**src/rtl/stfs_pkg.sv**
```systemverilog
package stfs_pkg;
    localparam int NUM_CH = 5;
    localparam int CLK_PERIOD_NS = 10;

    // Filter times in ns, autorestart period in ms
    localparam int OTS_FILTER_NS = 5000;
    localparam int SUPPLY_FILTER_NS = 3500;
    localparam int PUMP_FILTER_NS = 4000;
    localparam int AUTORESTART_MS = 64;
    localparam int OTS_FILTER_CYC = (OTS_FILTER_NS + CLK_PERIOD_NS - 1) / CLK_PERIOD_NS;
    localparam int SUPPLY_FILTER_CYC = (SUPPLY_FILTER_NS + CLK_PERIOD_NS - 1) / CLK_PERIOD_NS;
    localparam int PUMP_FILTER_CYC = (PUMP_FILTER_NS + CLK_PERIOD_NS - 1) / CLK_PERIOD_NS;
    localparam int AUTORESTART_CYC = AUTORESTART_MS * 1000000 / CLK_PERIOD_NS;

    // Register byte offsets
    localparam int ADDR_W = 8;
    localparam logic [7:0] REG_CONFIG = 8'h00;
    localparam logic [7:0] REG_QUICK_STATUS = 8'h04;
    localparam logic [7:0] REG_CH_STATUS_BASE = 8'h08;
    localparam logic [7:0] REG_DEVICE_STATUS = 8'h1C;
    localparam logic [7:0] REG_OUTPUT_CTRL = 8'h20;
    localparam logic [7:0] REG_CH_CTRL_BASE = 8'h24;
    localparam logic [7:0] REG_IRQ_STATUS = 8'h38;
    localparam logic [7:0] REG_IRQ_MASK = 8'h3C;
    localparam logic [7:0] REG_STRIDE = 8'h04;

    // Field positions
    localparam int CFG_WSEL_BIT = 0;
    localparam int QS_WARN_LSB = 0;
    localparam int QS_SD_LSB = 5;
    localparam int QS_PUMP_BIT = 10;
    localparam int QS_DSF_BIT = 11;
    localparam int CS_WARN_BIT = 0;
    localparam int CS_SD_BIT = 1;
    localparam int CS_DSF_BIT = 2;
    localparam int DS_LOW_BIT = 0;
    localparam int DS_HIGH_BIT = 1;
    localparam int DS_DSF_BIT = 2;
    localparam int CTRL_ON_BIT = 0;

    // Interrupt events
    localparam int NUM_EV = 5;
    localparam int EV_WARN = 0;
    localparam int EV_SHUTDOWN = 1;
    localparam int EV_LOW_SUPPLY = 2;
    localparam int EV_HIGH_SUPPLY = 3;
    localparam int EV_PUMP = 4;

    // Reset values
    localparam logic CFG_WSEL_RESET = 1'b0;
    localparam logic [4:0] IRQ_MASK_RESET = 5'h00;
    localparam logic [4:0] CMD_RESET = 5'h00;

    typedef struct packed {
        logic [4:0] warn_high;
        logic [4:0] warn_low;
        logic [4:0] shutdown;
        logic supply_low;
        logic supply_high;
        logic pump_ok;
    } stfs_sense_t;
endpackage

```
**src/rtl/stfs_deglitch.sv**
```systemverilog
`timescale 1ns/1ps
module stfs_deglitch #(
    parameter int CYCLES = 500
) (
    // Clock and reset
    input wire logic clk,
    input wire logic arst_n,
    // Condition
    input wire logic raw,
    output logic filtered
);
    localparam int CW = $clog2(CYCLES + 1);
    localparam logic [CW-1:0] LAST = CW'(CYCLES - 1);

    logic [CW-1:0] count_reg;

    if (CYCLES < 1) begin : g_bad
        $error("stfs_deglitch: CYCLES must be at least 1");
    end

    // Any drop restarts the count, so short glitches never reach the output
    always_ff @(posedge clk or negedge arst_n) begin
        if (!arst_n) begin
            count_reg <= '0;
            filtered <= 1'b0;
        end else if (!raw) begin
            count_reg <= '0;
            filtered <= 1'b0;
        end else if (count_reg == LAST) begin
            filtered <= 1'b1;
        end else begin
            count_reg <= count_reg + CW'(1);
        end
    end
endmodule

```
**src/rtl/stfs_supervisor.sv**
```systemverilog
`timescale 1ns/1ps
module stfs_supervisor
    import stfs_pkg::*;
#(
    parameter int OTS_CYCLES = OTS_FILTER_CYC,
    parameter int SUPPLY_CYCLES = SUPPLY_FILTER_CYC,
    parameter int PUMP_CYCLES = PUMP_FILTER_CYC,
    parameter int AUTORESTART_CYCLES = AUTORESTART_CYC
) (
    // Clock and reset
    input wire logic clk,
    input wire logic arst_n,
    // Avalon-MM slave
    input wire logic [ADDR_W-1:0] avs_address,
    input wire logic avs_read,
    input wire logic avs_write,
    input wire logic [31:0] avs_writedata,
    input wire logic [3:0] avs_byteenable,
    output logic [31:0] avs_readdata,
    output logic avs_waitrequest,
    // Analog comparators and mode
    input wire stfs_sense_t sense,
    input wire logic fail_mode,
    // Power stage
    output logic [NUM_CH-1:0] out_en,
    output logic [NUM_CH-1:0] inrush_overcurrent_window,
    // Interrupt
    output logic irq
);
    localparam int AW = $clog2(AUTORESTART_CYCLES + 1);
    localparam logic [AW-1:0] AR_LAST = AW'(AUTORESTART_CYCLES - 1);

    if (AUTORESTART_CYCLES < 2 || OTS_CYCLES < 1 || SUPPLY_CYCLES < 1 || PUMP_CYCLES < 1) begin : g_bad
        $error("stfs_supervisor: cycle counts out of range");
    end

    // One-hot channel decode of a register bank
    function automatic logic [NUM_CH-1:0] chan_hit(input logic [7:0] addr, input logic [7:0] base);
        logic [NUM_CH-1:0] hit;
        hit = '0;
        for (int k = 0; k < NUM_CH; k++) begin
            if (addr == base + 8'(k) * REG_STRIDE) begin
                hit[k] = 1'b1;
            end
        end
        return hit;
    endfunction

    logic wait_reg;
    logic [31:0] rdata_reg;
    logic wsel_reg;
    logic [NUM_CH-1:0] cmd_reg;
    logic [NUM_CH-1:0] warn_flag_reg;
    logic [NUM_CH-1:0] sd_flag_reg;
    logic [NUM_CH-1:0] ts_off_reg;
    logic uv_off_reg;
    logic low_flag_reg;
    logic high_flag_reg;
    logic pump_flag_reg;
    logic pump_settled_reg;
    logic fail_mode_reg;
    logic [AW-1:0] ar_count_reg;
    logic ar_tick_reg;
    logic [NUM_CH-1:0] out_en_reg;
    logic [NUM_CH-1:0] inrush_reg;
    logic [NUM_EV-1:0] irq_stat_reg;
    logic [NUM_EV-1:0] irq_mask_reg;
    logic irq_reg;
    logic [NUM_CH-1:0] warn_sd_prev_reg;
    logic low_prev_reg;
    logic high_prev_reg;
    logic pump_prev_reg;

    logic [NUM_CH-1:0] ts_filt;
    logic uv_filt;
    logic pump_fail_filt;
    logic [NUM_CH-1:0] warn_raw;
    logic acc_rd;
    logic acc_wr;
    logic wr_lo;
    logic [NUM_CH-1:0] stat_hit;
    logic [NUM_CH-1:0] ctrl_hit;
    logic [NUM_CH-1:0] on_write;
    logic [NUM_CH-1:0] cmd_next;
    logic [NUM_CH-1:0] stat_read;
    logic dev_read;
    logic quick_read;
    logic device_fault_summary_flag;
    logic pump_gate;
    logic mode_change;
    logic [NUM_CH-1:0] out_en_next;
    logic [NUM_EV-1:0] events;
    logic [31:0] rdata_next;

    // Deglitch filters
    for (genvar i = 0; i < NUM_CH; i++) begin : g_ots
        stfs_deglitch #(.CYCLES(OTS_CYCLES)) u_ots (
            .clk(clk),
            .arst_n(arst_n),
            .raw(sense.shutdown[i]),
            .filtered(ts_filt[i])
        );
    end

    stfs_deglitch #(.CYCLES(SUPPLY_CYCLES)) u_uv (
        .clk(clk),
        .arst_n(arst_n),
        .raw(sense.supply_low),
        .filtered(uv_filt)
    );

    // Power-up settling is not a pump fault
    stfs_deglitch #(.CYCLES(PUMP_CYCLES)) u_pump (
        .clk(clk),
        .arst_n(arst_n),
        .raw(pump_settled_reg && !sense.pump_ok),
        .filtered(pump_fail_filt)
    );

    assign warn_raw = wsel_reg ? sense.warn_low : sense.warn_high;

    // Bus decode; accesses complete on the edge that sees waitrequest low
    assign acc_rd = avs_read && !wait_reg;
    assign acc_wr = avs_write && !wait_reg;
    assign wr_lo = acc_wr && avs_byteenable[0];
    assign stat_hit = chan_hit(avs_address, REG_CH_STATUS_BASE);
    assign ctrl_hit = chan_hit(avs_address, REG_CH_CTRL_BASE);
    assign stat_read = acc_rd ? stat_hit : '0;
    assign dev_read = acc_rd && avs_address == REG_DEVICE_STATUS;
    assign quick_read = acc_rd && avs_address == REG_QUICK_STATUS;
    assign device_fault_summary_flag = low_flag_reg || high_flag_reg || pump_flag_reg;
    assign mode_change = fail_mode != fail_mode_reg;

    always_comb begin
        on_write = '0;
        cmd_next = cmd_reg;
        if (wr_lo && avs_address == REG_OUTPUT_CTRL) begin
            cmd_next = avs_writedata[NUM_CH-1:0];
            on_write = avs_writedata[NUM_CH-1:0];
        end else begin
            for (int k = 0; k < NUM_CH; k++) begin
                if (wr_lo && ctrl_hit[k]) begin
                    cmd_next[k] = avs_writedata[CTRL_ON_BIT];
                    on_write[k] = avs_writedata[CTRL_ON_BIT];
                end
            end
        end
    end

    always_comb begin
        rdata_next = '0;
        if (avs_address == REG_CONFIG) begin
            rdata_next[CFG_WSEL_BIT] = wsel_reg;
        end else if (avs_address == REG_QUICK_STATUS) begin
            rdata_next[QS_WARN_LSB +: NUM_CH] = warn_flag_reg;
            rdata_next[QS_SD_LSB +: NUM_CH] = sd_flag_reg;
            rdata_next[QS_PUMP_BIT] = pump_flag_reg;
            rdata_next[QS_DSF_BIT] = device_fault_summary_flag;
        end else if (|stat_hit) begin
            for (int k = 0; k < NUM_CH; k++) begin
                if (stat_hit[k]) begin
                    rdata_next[CS_WARN_BIT] = warn_flag_reg[k];
                    rdata_next[CS_SD_BIT] = sd_flag_reg[k];
                end
            end
            rdata_next[CS_DSF_BIT] = device_fault_summary_flag;
        end else if (avs_address == REG_DEVICE_STATUS) begin
            rdata_next[DS_LOW_BIT] = low_flag_reg;
            rdata_next[DS_HIGH_BIT] = high_flag_reg;
            rdata_next[DS_DSF_BIT] = device_fault_summary_flag;
        end else if (avs_address == REG_OUTPUT_CTRL) begin
            rdata_next[NUM_CH-1:0] = cmd_reg;
        end else if (|ctrl_hit) begin
            rdata_next[CTRL_ON_BIT] = |(cmd_reg & ctrl_hit);
        end else if (avs_address == REG_IRQ_STATUS) begin
            rdata_next[NUM_EV-1:0] = irq_stat_reg;
        end else if (avs_address == REG_IRQ_MASK) begin
            rdata_next[NUM_EV-1:0] = irq_mask_reg;
        end
    end

    // One wait cycle per access, then one cycle with waitrequest low
    always_ff @(posedge clk or negedge arst_n) begin
        if (!arst_n) begin
            wait_reg <= 1'b1;
            rdata_reg <= '0;
        end else if ((avs_read || avs_write) && wait_reg) begin
            wait_reg <= 1'b0;
            rdata_reg <= rdata_next;
        end else begin
            wait_reg <= 1'b1;
        end
    end

    always_ff @(posedge clk or negedge arst_n) begin
        if (!arst_n) begin
            wsel_reg <= CFG_WSEL_RESET;
            irq_mask_reg <= IRQ_MASK_RESET;
            cmd_reg <= CMD_RESET;
        end else begin
            cmd_reg <= cmd_next;
            if (wr_lo && avs_address == REG_CONFIG) begin
                wsel_reg <= avs_writedata[CFG_WSEL_BIT];
            end
            if (wr_lo && avs_address == REG_IRQ_MASK) begin
                irq_mask_reg <= avs_writedata[NUM_EV-1:0];
            end
        end
    end

    // Per-channel thermal flags and shutdown latch; a new set wins over a read clear
    for (genvar i = 0; i < NUM_CH; i++) begin : g_ch
        always_ff @(posedge clk or negedge arst_n) begin
            if (!arst_n) begin
                warn_flag_reg[i] <= 1'b0;
            end else if (warn_raw[i]) begin
                warn_flag_reg[i] <= 1'b1;
            end else if (stat_read[i]) begin
                warn_flag_reg[i] <= 1'b0;
            end
        end

        always_ff @(posedge clk or negedge arst_n) begin
            if (!arst_n) begin
                sd_flag_reg[i] <= 1'b0;
            end else if (ts_filt[i]) begin
                sd_flag_reg[i] <= 1'b1;
            end else if (stat_read[i]) begin
                sd_flag_reg[i] <= 1'b0;
            end
        end

        always_ff @(posedge clk or negedge arst_n) begin
            if (!arst_n) begin
                ts_off_reg[i] <= 1'b0;
            end else if (ts_filt[i]) begin
                ts_off_reg[i] <= 1'b1;
            end else if (fail_mode_reg && mode_change) begin
                ts_off_reg[i] <= 1'b0;
            end else if (!fail_mode_reg && on_write[i]) begin
                ts_off_reg[i] <= 1'b0;
            end
        end
    end

    // Supply latches
    always_ff @(posedge clk or negedge arst_n) begin
        if (!arst_n) begin
            uv_off_reg <= 1'b0;
        end else if (uv_filt) begin
            uv_off_reg <= 1'b1;
        end else if (!fail_mode_reg && |on_write) begin
            uv_off_reg <= 1'b0;
        end else if (fail_mode_reg && ar_tick_reg) begin
            uv_off_reg <= 1'b0;
        end
    end

    always_ff @(posedge clk or negedge arst_n) begin
        if (!arst_n) begin
            low_flag_reg <= 1'b0;
        end else if (uv_filt) begin
            low_flag_reg <= 1'b1;
        end else if (dev_read) begin
            low_flag_reg <= 1'b0;
        end
    end

    // Overvoltage is reported without a filter
    always_ff @(posedge clk or negedge arst_n) begin
        if (!arst_n) begin
            high_flag_reg <= 1'b0;
        end else if (sense.supply_high) begin
            high_flag_reg <= 1'b1;
        end else if (dev_read) begin
            high_flag_reg <= 1'b0;
        end
    end

    always_ff @(posedge clk or negedge arst_n) begin
        if (!arst_n) begin
            pump_flag_reg <= 1'b0;
        end else if (pump_fail_filt) begin
            pump_flag_reg <= 1'b1;
        end else if (quick_read) begin
            pump_flag_reg <= 1'b0;
        end
    end

    always_ff @(posedge clk or negedge arst_n) begin
        if (!arst_n) begin
            pump_settled_reg <= 1'b0;
        end else if (sense.pump_ok) begin
            pump_settled_reg <= 1'b1;
        end
    end

    // Autorestart period runs only in Fail mode, so the first retry is a full period after entry
    always_ff @(posedge clk or negedge arst_n) begin
        if (!arst_n) begin
            fail_mode_reg <= 1'b0;
            ar_count_reg <= '0;
            ar_tick_reg <= 1'b0;
        end else begin
            fail_mode_reg <= fail_mode;
            ar_tick_reg <= 1'b0;
            if (!fail_mode_reg) begin
                ar_count_reg <= '0;
            end else if (ar_count_reg == AR_LAST) begin
                ar_count_reg <= '0;
                ar_tick_reg <= 1'b1;
            end else begin
                ar_count_reg <= ar_count_reg + AW'(1);
            end
        end
    end

    // Pump gate: off before settling and during a filtered fault; the raw comparator is also
    // gated in, so a pump that flickers inside the filter turns outputs off for each low cycle
    assign pump_gate = pump_settled_reg && sense.pump_ok && !pump_fail_filt;
    assign out_en_next = cmd_reg & ~ts_off_reg & ~ts_filt & {NUM_CH{!uv_off_reg && !uv_filt && pump_gate}};

    always_ff @(posedge clk or negedge arst_n) begin
        if (!arst_n) begin
            out_en_reg <= '0;
            inrush_reg <= '0;
        end else begin
            out_en_reg <= out_en_next;
            inrush_reg <= out_en_next & ~out_en_reg;
        end
    end

    // Interrupt events on the rising edge of each latched flag, except shutdown: ts_filt while its sd_flag_reg is still clear
    assign events[EV_WARN] = |(warn_flag_reg & ~warn_sd_prev_reg);
    assign events[EV_SHUTDOWN] = |(ts_filt & ~sd_flag_reg);
    assign events[EV_LOW_SUPPLY] = low_flag_reg && !low_prev_reg;
    assign events[EV_HIGH_SUPPLY] = high_flag_reg && !high_prev_reg;
    assign events[EV_PUMP] = pump_flag_reg && !pump_prev_reg;

    always_ff @(posedge clk or negedge arst_n) begin
        if (!arst_n) begin
            warn_sd_prev_reg <= '0;
            low_prev_reg <= 1'b0;
            high_prev_reg <= 1'b0;
            pump_prev_reg <= 1'b0;
            irq_stat_reg <= '0;
            irq_reg <= 1'b0;
        end else begin
            warn_sd_prev_reg <= warn_flag_reg;
            low_prev_reg <= low_flag_reg;
            high_prev_reg <= high_flag_reg;
            pump_prev_reg <= pump_flag_reg;
            if (wr_lo && avs_address == REG_IRQ_STATUS) begin
                irq_stat_reg <= (irq_stat_reg & ~avs_writedata[NUM_EV-1:0]) | events;
            end else begin
                irq_stat_reg <= irq_stat_reg | events;
            end
            irq_reg <= |(irq_stat_reg & irq_mask_reg);
        end
    end

    assign avs_waitrequest = wait_reg;
    assign avs_readdata = rdata_reg;
    assign out_en = out_en_reg;
    assign inrush_overcurrent_window = inrush_reg;
    assign irq = irq_reg;
endmodule

```
**config.mk**
```make
export PLATFORM = sky130hd
export DESIGN_NAME = stfs_supervisor
export DESIGN_NICKNAME = d
export VERILOG_FILES = /design/src/rtl/stfs_pkg.sv /design/src/rtl/stfs_deglitch.sv /design/src/rtl/stfs_supervisor.sv
export SDC_FILE = /design/constraint.sdc
export NUM_CORES = 1
export LEC_CHECK = 0
export ABC_AREA = 1
export BUFFER_PORTS_ARGS = -buffer_cell sky130_fd_sc_hd__buf_4
export CORE_ASPECT_RATIO = 1.1
export CORE_MARGIN = 10
export CORE_UTILIZATION = 55
export DETAILED_ROUTE_END_ITERATION = 8
export GPL_ROUTABILITY_DRIVEN = 0
export PLACE_DENSITY = 0.77
export REMOVE_ABC_BUFFERS = 1
export SYNTH_ARGS = -nofsm -noshare
export SYNTH_HDL_FRONTEND = slang
export SYNTH_SLANG_ARGS = --single-unit
```
**constraint.sdc**
```tcl
create_clock -name clk -period 5.1 [get_ports clk]
set_clock_uncertainty 0.15 [all_clocks]
set_input_delay 0.255 -clock clk [delete_from_list [all_inputs] [get_ports clk]]
set_output_delay 0.255 -clock clk [all_outputs]
set_load 0.01 [all_outputs]
```
After elaboration in Yosys (flattened, before gate mapping). Index checks and enable logic that the tools add are counted.

Output and inout bits: 44. Word-level logic and storage cells: 306. Input bits: 67. Register bits: 163.

Multiplexer cells: 114. Equality and inequality tests: 38. Reduce and logical (&&, ||, !) cells: 75. Bitwise logic cells: 17. Add/sub/neg operators: 8.

Operators by type and width (number): $mux 9 (14); $mux 1 (77); $eq 8x6->1 const B (8); $add 9x1->9 const B (7); $eq 9x9->1 const B (7); $mux 23 (2); $and 5x5->5 (9); $mux 5 (9); $reduce_bool 2->1 (18); $reduce_or 5->1 (7); $eq 8x5->1 const B (4); $logic_and 1x1->1 (31); $not 5->5 (6); $add 23x1->23 const B (1); $eq 23x23->1 const B (1); $reduce_bool 3->1 (6); $eq 8x4->1 const B (2); $ne 2x2->1 const B (8); $mux 2 (7); $ne 2x1->1 const B (6); $mux 11 (1); $or 5x5->5 (2); $logic_not 1->1 (9); $eq 8x3->1 const B (1); other kinds (6) (9).

Longest topological paths before layout.
Depth after elaboration: 10. Depth in mapped cells: 13. Depth with buffers taken out: 13.

Cells and area by module. From an unflattened synthesis, not the netlist that was laid out.

Cell total of the unflattened synthesis: 1060. Area, all modules: 8503.2 um^2.

By module, submodules not included: stfs_supervisor (seq. area each 2328.5 um^2, area each 4772.1 um^2, cells each 580, times used 1); stfs_deglitch (g_ots[0].u_ots ...) (seq. area each 250.2 um^2, area each 509.2 um^2, cells each 64, times used 5); stfs_deglitch (u_uv) (seq. area each 250.2 um^2, area each 631.9 um^2, cells each 85, times used 1); stfs_deglitch (u_pump) (seq. area each 250.2 um^2, area each 553.0 um^2, cells each 75, times used 1).

Worst setup path before layout. No wires, ideal clock.

Path kind: flip-flop to flip-flop. From: register wait_reg (netlist: avs_waitrequest). To: register uv_off_reg. Cell stages (with the launch flop): 12. Path buffers: 0. Period minus slack after synthesis: 1718 ps. Required time: 4833 ps. Setup time: 117 ps. Data arrival time: 1451 ps. Path slack: 3382 ps. Cells stage by stage: dfstp_2 -> inv_1 -> nand3_1 -> inv_2 -> nand2_2 -> nand2_2 -> o22ai_1 -> nand2_1 -> nand2_1 -> nor2_1 -> nand2_1 -> nand2_1.

Longest elaborated chain between the ends: 10. Elaborated cells between the ends (all ways): 20. Those cells by class: mux (8); reduce/logical (12).

Ends and longest elaborated chain: start, declared (RTL line stfs_supervisor.sv:49) `logic wait_reg;`; start signal, assigned (RTL line stfs_supervisor.sv:185) `wait_reg <= 1'b1;`; start signal, assigned (RTL line stfs_supervisor.sv:188) `wait_reg <= 1'b0;`; start signal, assigned (RTL line stfs_supervisor.sv:191) `wait_reg <= 1'b1;`; $logic_not 1->1 * (RTL line stfs_supervisor.sv:124) `assign acc_wr = avs_write && !wait_reg;`; $logic_and 1x1->1 * (RTL line stfs_supervisor.sv:124); $logic_and 1x1->1 * (RTL line stfs_supervisor.sv:125) `assign wr_lo = acc_wr && avs_byteenable[0];`; $logic_and 1x1->1 (RTL line stfs_supervisor.sv:142) `if (wr_lo && ctrl_hit[k]) begin`; $mux 1 (RTL line stfs_supervisor.sv:142); $mux 5 * (RTL line stfs_supervisor.sv:137) `if (wr_lo && avs_address == REG_OUTPUT_CTRL) begin`; $reduce_or 5->1 * (RTL line stfs_supervisor.sv:252) `end else if (!fail_mode_reg && |on_write) begin`; $logic_and 1x1->1 * (RTL line stfs_supervisor.sv:252); $mux 1 (RTL line stfs_supervisor.sv:252); $mux 1 (RTL line stfs_supervisor.sv:250) `end else if (uv_filt) begin`; end signal, assigned (RTL line stfs_supervisor.sv:249) `uv_off_reg <= 1'b0;`; end signal, assigned (RTL line stfs_supervisor.sv:251) `uv_off_reg <= 1'b1;`; end signal, assigned (RTL line stfs_supervisor.sv:253) `uv_off_reg <= 1'b0;`; end, declared (RTL line stfs_supervisor.sv:56) `logic uv_off_reg;`.

Mark *: on every way between the ends. The rest lies on a longest branch, timed or not. A chain may end at the register's enable or synchronous reset.

Worst setup path after layout. Ends and elaborated chain as after synthesis.

==> results by group <==
Routing
  – DRC Markers: 0
  – DR pass1 iterations: 5
  – Initial DRC count: 613
  – Routed length per instance: 14.82 um
  – Avg Vias per Cell: 5.360
  – Antenna Violating Nets Remaining: 0
  – Final WL: 18,380 um
  – Via Count: 6,647

Logic synthesis
  – Post-synth EDFFs: 0
  – Sequential area share after synthesis: 51.58%
  – Syn Area/Cell: 8.424 sq um
  – Top-area cell type share of the netlist area: 51.25%
  – #FFs+latches synth: 163
  – Post-Syn Area: 0.007910 sq mm
  – FFs w/ async S/R, synth: 100.0%
  – Count of cell types in the netlist: 50
  – Synth Flop Type: dfrtp_1
  – Cell accounting for the most synthesized area: dfrtp_1
  – Gate Count Post-Synth: 939
  – Main area contributors after synthesis: dfrtp_1 51%, nand2_1 7.6%, nor2_1 5.9%
  – Synth Warn #: 0

Pwr
  – Pleak: 4.366 nW
  – Worst VDD drop: 225.7 uV
  – Sw Pwr: 682.0 uW
  – Pwr dens: 304.5 mW/mm^2
  – Switching share of total power: 23.91%
  – Share of power burned in registers: 47.3%
  – Pint: 2.170 mW
  – Combinational power share: 6.5%
  – Clock power share: 46.2%

CTS
  – Post-CTS sizing: 0
  – Post-CTS Repair Setup Buffers: 0
  – Worst-skew pair later-pin latency: 0.42 ns
  – CTS tree: built
  – CTS Buf Count: 17
  – Reg clk slew, reported paths: 0.07 ns
  – CTS sink count: 163
  – Root Buffer Master: clkbuf_16
  – Cts hold-fix bufs: 23
  – Htree depth: 4
  – Longest Clk Path Bufs: 2

Critical path
  – CP arrival: 2.22 ns
  – Crit-path most repeated cell: nand2_1
  – Crit path launch type: register
  – Critical Path Max Stage Delay: 0.55 ns
  – WP data required: 5.26 ns
  – Worst setup EP type: register
  – Kind of critical path: register to register
  – Reg2Reg Depth: 11
  – Slowest CP cell: dfstp_2
  – CP Cell Sequence: inv_1 -> nand3_1 -> inv_2 -> nand2_2 -> nand2_2 -> o22ai_1 -> nand2_1 -> nand2_1 -> nor2_1 -> nand2_1 -> nand2_1
  – Maximum fanout along the worst path: 9

Die
  – Die H: 145.8 um
  – Core ar.: 0.01396 sq mm
  – Initial core utilization: 56.65%
  – Num rows: 45
  – DIE WIDTH: 134.3 um
  – IO Count: 111
  – DIE AREA: 0.01958 sq mm

Global route
  – Vias in the first global route: 6,611
  – Initial antenna violation count: 0
  – First-pass GRT wire length: 31,550 um
  – Total grt overflow: 0
  – Largest net degree at the start of global routing: 94
  – Gr usage total: 19.45%

Place
  – I/O Buffers: 60
  – Dpl hpwl: 13,340 um

Flow run
  – MaxCap Viol Count: 0

Timing
  – Relative slew slack: 43.52%
  – Slew Viols, Final: 0
  – Fin. Hold Viols: 0
  – Fmax: 0.4856 GHz
  – Setup TNS: 0 ns
  – Final setup fails: 0
  – Final Cycle Share: 40.38%
  – RSZ-0062 raised after global routing: no
  – Worst-Margin Slew: 0.8472 ns
  – Tmin final: 2.059 ns

Finish
  – Most frequent cells in the layout: 162 x dfrtp_1, 160 x nand2_1, 124 x nor2_1, 116 x inv_1, 69 x o21ai_0
  – Layout cell share with drive strength beyond 1: 12.74%
  – Synth-to-layout area growth: 18.41%
  – Area of the multi-input gates: 0.003288 sq mm
  – Antenna cells: 0
  – Most common cell after layout, fill and taps aside: dfrtp_1
  – Fillers: 1,148
  – Nets: 1,115
  – Register Area: 0.004080 sq mm
  – Max reg flops: 45
  – Finished Core Util: 67.08%

Outcome
  – Status: completed

Hold path
  – Worst min-delay path class: input pin to register
  – Hold Path Stages: 3
## worst max-delay path, delay by kind of cell (launching register included)
family	cells	cell delay [ns]
and+or+nand+nor	8	0.85
AOI/OAI and AO/OA	1	0.15
buffers and inverters	2	0.23
DFF	1	0.55
## cell type report
class / instances / area share, %
multi-input combinational: 652 / 35.11
tap: 188 / 2.511
sequential: 163 / 43.56
timing repair buffer: 86 / 7.547
inverter: 119 / 4.782
clock inverter: 14 / 1.910
clock buffer: 18 / 4.582
## cell usage after synthesis (all sizes together) (2+ instances only)
master,number
a221oi,2
clkbuf,4
a21oi,50
nand2,166
ha,9
o31ai,3
and3,7
or2,5
o21ai,72
nor3,43
o22ai,4
nand3,60
nor4,10
mux2i,5
nand4,15
xnor2,7
o21bai,3
nor2,138
dfrtp,162
a21boi,3
a31oi,3
xor2,11
nor3b,6
o211ai,4
inv,118
buf,20
## logic make-up (layout without fill, tap and decap cells)
logic type	after synthesis	after routing	synth area share, %
AND/OR/NAND/NOR	450	450	25.96
flip-flops	163	163	51.58
AO/OA/AOI/OAI	150	150	10.61
buffers and inverters	143	237	7.751
XOR/XNOR	18	18	1.993
adder cells (fa/ha/maj)	9	9	1.424
multiplexers	5	5	0.6327
other	1	20	0.04741
## worst paths after layout
| path | from | slack [ns] | endpoint |
|---|---|---|---|
| max | avs_waitrequest$_DFF_PN1_ | 3.04 | uv_off_reg$_DFFE_PN0P_ |
| max in group asynchronous | arst_n | 3.45 | avs_waitrequest$_DFF_PN1_ |
| min in group asynchronous | arst_n | 0.33 | ar_count_reg[18]$_DFF_PN0_ |
| min | avs_writedata[0] | 0.02 | wsel_reg$_DFFE_PN0P_ |
| min reg2reg | warn_flag_reg[4]$_DFFE_PN0P_ | 0.23 | warn_sd_prev_reg[4]$_DFF_PN0_ |
| max reg2reg | avs_waitrequest$_DFF_PN1_ | 3.04 | uv_off_reg$_DFFE_PN0P_ |
## power groups by stage
stage	clock network, mW	logic (mW)	registers (mW)
finish	1.32	0.184	1.35
global placement	0	0.166	1.37
global route	1.40	0.209	1.35
CTS	1.33	0.185	1.35
floorplan	0	0.0824	1.37
detailed placement	0	0.171	1.37
## metrics by stage
step | setup WS (ns) | power, mW | std cells | instance area, sq um | hold slack, ns
final | 3.041 | 2.852 | 1240 | 9366 | 0.02370
after global routing | 2.905 | 2.962 | 1240 | 9366 | 0.05307
after CTS | 3.087 | 2.867 | 1240 | 9366 | 0.006286
after detailed placement | 3.117 | 1.542 | 1185 | 8528 | 0.2209
after global placement | 3.159 | 1.537 | 1185 | 8528 | 0.2130
after floorplan | 3.378 | 1.450 | 934 | 7816 | -0.1906
## metal layers
metal	wire (um)	GRT usage (%)
met1	7933	24.95
met2	9027	30.90
met3	1018	4.966
met4	403	7.190
met5	0	0
Note: power is estimated with default switching activity, not from simulation.
